==> src/verilog/por_seq_defs.vh <==
// Constants and timing figures for the power-on reset sequencer
// Function
// - Effective reset is asserted when the pin is pulled low externally or driven low internally.
// - Drive the reset pin low while any of the three supply monitors reports under-voltage.
// - Release own drive only when all supplies are good and infrastructure is available.
// - Capture configuration pins 3 to 5 on the rising edge of the effective reset.
// - Evaluate supply mode from configuration pins 2:1 and 6 between T1 and T2; the decoded mode depends on pins 2:1 alone, pin 6 never changes it.
// - Bandgap, clocks and mode evaluation wait for low-voltage-detect reset release.
// - At T2 soft-start only the regulators the selected supply mode needs.
// - Regulator enables do not depend on the externally driven reset pin.
// - Start firmware when the reset line releases, never while it is asserted.
// - On firmware completion start user code on the first core at 100 MHz default.
// - Digitally filter the external reset input with 600 to 1200 ns extra delay.
`ifndef POR_SEQ_DEFS_VH
`define POR_SEQ_DEFS_VH
`define CLK_PERIOD_NS 100
`define FILT_DELAY_MIN_NS 600
`define FILT_DELAY_MAX_NS 1200
`define FILT_CYCLES_MIN ((`FILT_DELAY_MIN_NS + `CLK_PERIOD_NS - 1) / `CLK_PERIOD_NS)
`define FILT_CYCLES_MAX (`FILT_DELAY_MAX_NS / `CLK_PERIOD_NS)
`define FILT_CNT_W 4
`define MODE_W 3
`define MODE_POS_LO 0
`define MODE_POS_HI 1
`define MODE_POS_6 5
`define CFG_LATCH_LO 2
`define CFG_LATCH_HI 4
`define MODE_SINGLE_5V 3'h3
`define MODE_SINGLE_3V3 3'h2
`define MODE_EXT_D 3'h1
`define MODE_EXT_H 3'h0
`define USER_FREQ_MHZ 8'h64
`endif

==> src/verilog/power_on_reset_sequencer.v <==
// Power-on reset sequencer: reset line, supply mode, regulator start and boot hand-over
`timescale 1ns/1ns
`default_nettype none
`include "por_seq_defs.vh"
module power_on_reset_sequencer (
  ref_clk,
  reset,
  por_line_in,
  por_line_out,
  por_line_oe,
  core_rail_ok,
  io_3v3_rail_ok,
  ext_rail_ok,
  ext_lvd_ok,
  standby_lvd_ok,
  pre_reg_lvd_ok,
  infra_ready,
  hardware_config_pins,
  test_mode_pin,
  filter_cycles,
  firmware_done,
  infra_start_q,
  supply_mode_q,
  mode_valid_q,
  core_reg_en_q,
  io_reg_en_q,
  cfg_latched_q,
  por_effective_n_q,
  firmware_run_q,
  user_code_run_q,
  user_freq_mhz_q
);
  input wire ref_clk;
  input wire reset;
  input wire por_line_in;
  output reg por_line_out;
  output reg por_line_oe;
  input wire core_rail_ok;
  input wire io_3v3_rail_ok;
  input wire ext_rail_ok;
  input wire ext_lvd_ok;
  input wire standby_lvd_ok;
  input wire pre_reg_lvd_ok;
  input wire infra_ready;
  input wire [5:0] hardware_config_pins;
  input wire test_mode_pin;
  input wire [`FILT_CNT_W-1:0] filter_cycles;
  input wire firmware_done;
  output reg infra_start_q;
  output reg [`MODE_W-1:0] supply_mode_q;
  output reg mode_valid_q;
  output reg core_reg_en_q;
  output reg io_reg_en_q;
  output reg [2:0] cfg_latched_q;
  output reg por_effective_n_q;
  output reg firmware_run_q;
  output reg user_code_run_q;
  output reg [7:0] user_freq_mhz_q;

  // =====================================================
  // Input synchronisers
  // =====================================================
  localparam NSYNC = 15;
  wire [NSYNC-1:0] async_in;
  reg [NSYNC-1:0] s1_q;
  reg [NSYNC-1:0] s2_q;
  assign async_in = {hardware_config_pins, firmware_done, infra_ready, pre_reg_lvd_ok,
                     standby_lvd_ok, ext_lvd_ok, ext_rail_ok, io_3v3_rail_ok, core_rail_ok, por_line_in};

  genvar gi;
  generate
    for (gi = 0; gi < NSYNC; gi = gi + 1) begin : g_sync
      always @(posedge ref_clk or posedge reset) begin
        if (reset) begin
          s1_q[gi] <= 1'b0;
          s2_q[gi] <= 1'b0;
        end else begin
          s1_q[gi] <= async_in[gi];
          s2_q[gi] <= s1_q[gi];
        end
      end
    end
  endgenerate

  wire pin_low_sync = ~s2_q[0];
  wire rails_ok = s2_q[1] & s2_q[2] & s2_q[3];
  wire lvd_ok = s2_q[4] & s2_q[5] & s2_q[6];
  wire infra_ok = s2_q[7];
  wire fw_done = s2_q[8];
  wire [5:0] cfg = s2_q[14:9];

  // =====================================================
  // External reset filter
  // =====================================================
  wire ext_low;
  reset_pin_filter u_filter (
    .ref_clk(ref_clk),
    .reset(reset),
    .filter_cycles(filter_cycles),
    .pin_low_sync(pin_low_sync),
    .filt_low_q(ext_low)
  );

  // =====================================================
  // Own drive and effective reset
  // =====================================================
  wire drive_low_d = ~rails_ok | ~infra_ok | ~lvd_ok;

  always @(posedge ref_clk or posedge reset) begin
    if (reset) begin
      por_line_out <= 1'b0;
      por_line_oe <= 1'b1;
      por_effective_n_q <= 1'b0;
    end else begin
      por_line_out <= 1'b0;
      por_line_oe <= drive_low_d;
      por_effective_n_q <= ~(ext_low | por_line_oe);
    end
  end

  // =====================================================
  // Start-up sequence
  // =====================================================
  localparam ST_LVD = 5'h01;
  localparam ST_EVAL = 5'h02;
  localparam ST_SOFT = 5'h04;
  localparam ST_FW = 5'h08;
  localparam ST_USER = 5'h10;

  reg [4:0] state_q;
  reg eff_n_prev_q;
  wire eff_rise = por_effective_n_q & ~eff_n_prev_q;

  always @(posedge ref_clk or posedge reset) begin
    if (reset) begin
      state_q <= ST_LVD;
      eff_n_prev_q <= 1'b0;
      infra_start_q <= 1'b0;
      supply_mode_q <= `MODE_EXT_H;
      mode_valid_q <= 1'b0;
      core_reg_en_q <= 1'b0;
      io_reg_en_q <= 1'b0;
      cfg_latched_q <= 3'h0;
      firmware_run_q <= 1'b0;
      user_code_run_q <= 1'b0;
      user_freq_mhz_q <= 8'h00;
    end else begin
      eff_n_prev_q <= por_effective_n_q;
      if (eff_rise) begin
        cfg_latched_q <= cfg[`CFG_LATCH_HI:`CFG_LATCH_LO];
      end
      if (!lvd_ok) begin
        state_q <= ST_LVD;
        infra_start_q <= 1'b0;
        mode_valid_q <= 1'b0;
        core_reg_en_q <= 1'b0;
        io_reg_en_q <= 1'b0;
        firmware_run_q <= 1'b0;
        user_code_run_q <= 1'b0;
      end else if (!por_effective_n_q && (state_q == ST_FW || state_q == ST_USER)) begin
        state_q <= ST_SOFT;
        firmware_run_q <= 1'b0;
        user_code_run_q <= 1'b0;
      end else begin
        case (state_q)
          ST_LVD: begin
            infra_start_q <= 1'b1;
            state_q <= ST_EVAL;
          end
          ST_EVAL: begin
            supply_mode_q <= {cfg[`MODE_POS_6], cfg[`MODE_POS_HI:`MODE_POS_LO]} == 3'h0 ? `MODE_EXT_H :
                             {1'b0, cfg[`MODE_POS_HI:`MODE_POS_LO]};
            mode_valid_q <= 1'b1;
            state_q <= ST_SOFT;
          end
          ST_SOFT: begin
            // Enables depend only on mode, never on the external reset pin
            core_reg_en_q <= supply_mode_q == `MODE_SINGLE_5V || supply_mode_q == `MODE_SINGLE_3V3;
            io_reg_en_q <= supply_mode_q == `MODE_SINGLE_5V || supply_mode_q == `MODE_EXT_D;
            if (por_effective_n_q) begin
              firmware_run_q <= 1'b1;
              state_q <= ST_FW;
            end
          end
          ST_FW: begin
            if (fw_done) begin
              firmware_run_q <= 1'b0;
              user_code_run_q <= 1'b1;
              user_freq_mhz_q <= `USER_FREQ_MHZ;
              state_q <= ST_USER;
            end
          end
          ST_USER: begin
            state_q <= ST_USER;
          end
          default: begin
            state_q <= ST_LVD;
          end
        endcase
      end
    end
  end

endmodule
`default_nettype wire

==> src/verilog/reset_pin_filter.v <==
// Digital glitch filter for the external reset pin input
`timescale 1ns/1ns
`default_nettype none
`include "por_seq_defs.vh"
module reset_pin_filter (
  ref_clk,
  reset,
  filter_cycles,
  pin_low_sync,
  filt_low_q
);
  input wire ref_clk;
  input wire reset;
  input wire [`FILT_CNT_W-1:0] filter_cycles;
  input wire pin_low_sync;
  output reg filt_low_q;

  reg [`FILT_CNT_W-1:0] cnt_q;

  // Output follows the input only after it has been stable for filter_cycles cycles
  always @(posedge ref_clk or posedge reset) begin
    if (reset) begin
      cnt_q <= {`FILT_CNT_W{1'b0}};
      filt_low_q <= 1'b1;
    end else if (pin_low_sync == filt_low_q) begin
      cnt_q <= {`FILT_CNT_W{1'b0}};
    end else if (cnt_q >= filter_cycles - 4'h1) begin
      cnt_q <= {`FILT_CNT_W{1'b0}};
      filt_low_q <= pin_low_sync;
    end else begin
      cnt_q <= cnt_q + 4'h1;
    end
  end
endmodule
`default_nettype wire
==> config.mk <==
export PLATFORM = sky130hd
export DESIGN_NAME = power_on_reset_sequencer
export DESIGN_NICKNAME = d
export VERILOG_FILES = /design/src/verilog/power_on_reset_sequencer.v /design/src/verilog/reset_pin_filter.v
export VERILOG_INCLUDE_DIRS = /design/src /design/src/verilog
export SDC_FILE = /design/constraint.sdc
export NUM_CORES = 1
export LEC_CHECK = 0
export ABC_CLOCK_PERIOD_IN_PS = 1600
export BUFFER_PORTS_ARGS = -buffer_cell sky130_fd_sc_hd__buf_2
export CAP_MARGIN = 20
export CORE_MARGIN = 2
export CORE_UTILIZATION = 47
export DETAILED_ROUTE_END_ITERATION = 12
export GPL_TIMING_DRIVEN = 1
export PLACE_DENSITY_LB_ADDON = 0.3
export SETUP_SLACK_MARGIN = 0.15
export SLEW_MARGIN = 20
export SYNTH_ARGS = -nofsm -noshare
export SYNTH_HDL_FRONTEND = slang
export SYNTH_SLANG_ARGS = --single-unit
==> constraint.sdc <==
create_clock -name ref_clk -period 1.6 [get_ports ref_clk]
set_input_delay 0.32 -clock ref_clk [delete_from_list [all_inputs] [get_ports ref_clk]]
set_output_delay 0.32 -clock ref_clk [all_outputs]
set_load 0.1 [all_outputs]
==> results.cfg <==
[place]
dp_hpwl_um = 2388
pre_cts_slack_ps = -135.6
routabilityCongestion = 0.7672
placed_area_sq_mm = 0.002256
port_buffers = 35

[synthesis]
synthXorXnorAreaFrac_pct = 3.123
synth_compound_area_share_pct = 5.736
syn_area_sq_mm = 0.001963
synth_cell_types = 31
syn_avg_cell_area_sq_um = 13.35
yosys-mux-area-fraction_pct = 3.888
synth_fa_ha_area_share_pct = 3.824
yosys.area_share.simple_pct = 10.33
ys_seq_area_share_pct = 67.75
syn_inst = 147
ys_ff_latch = 53
synth_top_family_by_area = simple AND/OR/NAND/NOR gates
ys_warn_count = 0

[hold_path]
min_path_type = input pin to asynchronous set/reset pin

[clock_tree]
ctsHtreeMaxLevel = 2
clkSlewWorstSetupHoldPaths_ps = 80
cts_tree = yes
cts_made_buffers = 5
clock-root-buffer = clkbuf_8
numClockSinks = 53
clock_latency_ps = 290
clockBufferDepth = 2

[worst_setup_path]
crit_family = compound AO/OA/AOI/OAI gates
worstSetupStartpointType = flip-flop
cp_max_fo = 2
cpPeakStageDelay_ps = 390
cp.required_ps = 1810
worstPathArrival_ps = 1710
crit_slowest_cell = dfrtp_1
crit_type = flip-flop to flip-flop
end_kind = flip-flop
cp.buffers_inverters = 2
crit_chain = inv_2 > ha_4 > nand2b_4 > a2111oi_4 > buf_4 > o21ai_2 > o31ai_1

[sta]
fin_skew_ps = 3.196
relSlewSlack_pct = 62.79
hold_viol = 0
fin_ws_ps = 104.7
worst_pin_slew_ps = 557.0
tns_ps = 0
report.final.slew_viol_count = 0
fin_crit_ps = 1495
finalSetupViolations = 0
max_freq_mhz = 668.8
fin_crit_sh_pct = 93.46
grt_setup_unrepaired = true

[pwr]
finalPower_mw = 2.876
p_per_area_mw_per_mm2 = 1152
ir_drop_uv = 715.1
p_leak_nw = 1.159

[routing]
vias = 1214
wl_per_cell_um = 13.57
drc_errors = 0
drtIter0Drc = 22
routed_wl_um = 3339
ant_nets = 0
drt-pass1-iter-count = 4
vias_per_cell = 4.935

[global_route]
grt_pass1_wl_um = 5430
grt_pass1_vias = 1242
grt_max_degree = 30
grt_usage_pct = 16.19
gr-total-overflow = 0
antenna_found_initial = 0

[layout]
fin_area_sq_mm = 0.002497
diodes = 0
drive_above_1_share_pct = 42.86
area_growth_pct = 27.22
num-nets-final = 223

[floorplan]
core_sq_mm = 0.004000
io_pins = 45
die_h_um = 68.63
rows = 23
start_util_pct = 49.08
die_area_sq_mm = 0.004710
die_x_um = 68.63

[job]
drv_cap = 0

[status]
status = finished clean
==> logic make-up (layout without fill, tap and decap cells) <==
family          Yosys count  in the layout
fa+ha+maj                 6              6
simple gates             38             38
flops                    53             53
compound gates           17             17
other cells               1              7
xor+xnor                  7              7
buf+inv                  18             61
mux                       7              7
==> area by class of cell <==
type	count	area, sq um
clock buffer	7	76.32
clock inverter	1	7.507
fill	319	1503
inverter	7	32.53
multi-input combinational	82	676.9
sequential	53	1338
tap	50	62.56
timing repair buffer	46	304.0
==> through the flow <==
| stage | utilization, % | instances | hold WS (ps) |
|---|---|---|---|
| 5_1_grt | 62.43 | 246 | 96.41 |
| 6_report | 62.43 | 246 | 70.02 |
| 3_3_place_gp | 56.40 | 232 | 331.1 |
| 4_1_cts | 59.96 | 245 | 75.57 |
| 2_1_floorplan | - | 153 | 331.2 |
| 3_5_place_dp | 56.40 | 232 | 334.7 |
==> path summary, 6_finish.rpt <==
| kind | startpoint | endpoint | slack, ps | depth (start not counted) |
|---|---|---|---|---|
| setup / recovery | u_filter.cnt_q[0]$_DFF_PP0_ | u_filter.filt_low_q$_DFFE_PP1P_ | 100 | 7 |
| hold / removal | reset | u_filter.cnt_q[0]$_DFF_PP0_ | 70 | 2 |
| setup reg to reg | u_filter.cnt_q[0]$_DFF_PP0_ | u_filter.filt_low_q$_DFFE_PP1P_ | 100 | 7 |
| hold reg to reg | s1_q[4]$_DFF_PP0_ | s2_q[4]$_DFF_PP0_ | 350 | 0 |
| max in group asynchronous | reset | s1_q[12]$_DFF_PP0_ | 1030 | 3 |
| min in group ref_clk | infra_ready | s1_q[7]$_DFF_PP0_ | 130 | 1 |
==> state kept, by name, summed over array words and instances (netlist names) <==
register and flops:
firmware_run_q 1, mode_valid_q 1, infra_start_q 1, cfg 5
user_code_run_q 1, s1_q 14, u_filter.filt_low_q 1, eff_n_prev_q 1
fw_done 1, por_effective_n_q 1, s2_q 7, supply_mode_q 2
state_q 5, io_reg_en_q 1, core_reg_en_q 1, infra_ok 1
u_filter.cnt_q 4, cfg_latched_q 3, user_freq_mhz_q 1, por_line_oe 1
==> cells in the mapped netlist <==
cell | instances | area share (%)
or3_4 | 1 | 0.57
a21o_1 | 1 | 0.38
o21a_1 | 4 | 1.5
and4_1 | 1 | 0.45
nand3_1 | 3 | 0.76
nor2b_1 | 1 | 0.32
conb_1 | 1 | 0.19
inv_1 | 7 | 1.3
dfrtp_1 | 50 | 64
nor3_1 | 4 | 1.0
buf_4 | 9 | 3.4
clkbuf_1 | 2 | 0.38
a21oi_1 | 3 | 0.76
nand2b_1 | 3 | 0.96
xnor2_1 | 5 | 2.2
nand2_1 | 2 | 0.38
ha_1 | 6 | 3.8
mux2i_1 | 2 | 1.0
dfstp_2 | 3 | 4.0
o31ai_1 | 1 | 0.38
nor4_2 | 1 | 0.64
and2_1 | 1 | 0.32
mux2_2 | 5 | 2.9
or4b_1 | 1 | 0.51
and3_1 | 3 | 0.96
o211ai_1 | 1 | 0.38
o21ai_0 | 6 | 1.5
xor2_1 | 2 | 0.89
a2111oi_2 | 1 | 0.76
nor2_1 | 16 | 3.1
nand3b_1 | 1 | 0.38
==> cell usage in the layout, fill, tap and decap left out, drive strengths merged, types with 2 or more instances in the layout <==
master	n
a21oi	3
inv	6
buf	39
o21a	4
nor3	4
mux2i	2
xor2	2
clkinvlp	2
o21ai	6
dfstp	3
mux2	5
nand3	3
clkbuf	14
nand2	2
and3	3
nand2b	3
conb	7
nor2	16
ha	6
xnor2	5
dfrtp	50
==> routing by layer <==
metal  routed length, um  global-route usage [%]  up-vias  share of wire (%)
met2                1762                   26.68       37                 53
met1                1385                   20.15      608                 41
li1                    -                       -      565                  -
met4                  41                   7.500        0                1.2
met3                 150                   3.896        4                4.5
met5                   0                       0        -                  0
==> worst register-to-register path, stage by stage, from the launching register on <==
cell and delay [ps]:
dfrtp_1 390, inv_2 70, ha_4 190, nand2b_4 140, a2111oi_4 330, buf_4 190
o21ai_2 40, o31ai_1 60
==> report_power, final <==
group          internal [mW]  leakage (nW)  switching (mW)  total [mW]
sequential              1.44         0.649          0.0592        1.50
clock                  0.310        0.0385           0.390       0.700
combinational          0.242         0.472           0.433       0.675
total                   1.99          1.16           0.882        2.88
==> what timing repair did <==
action                                  in CTS  in global routing
buffers inserted                             5                  1
hold buffers                                 0                  0
gates resized for setup                      5                 26
endpoints found under the setup margin      10                 21
pin swaps                                    3                  9
Power figures use the tool's default switching activity.
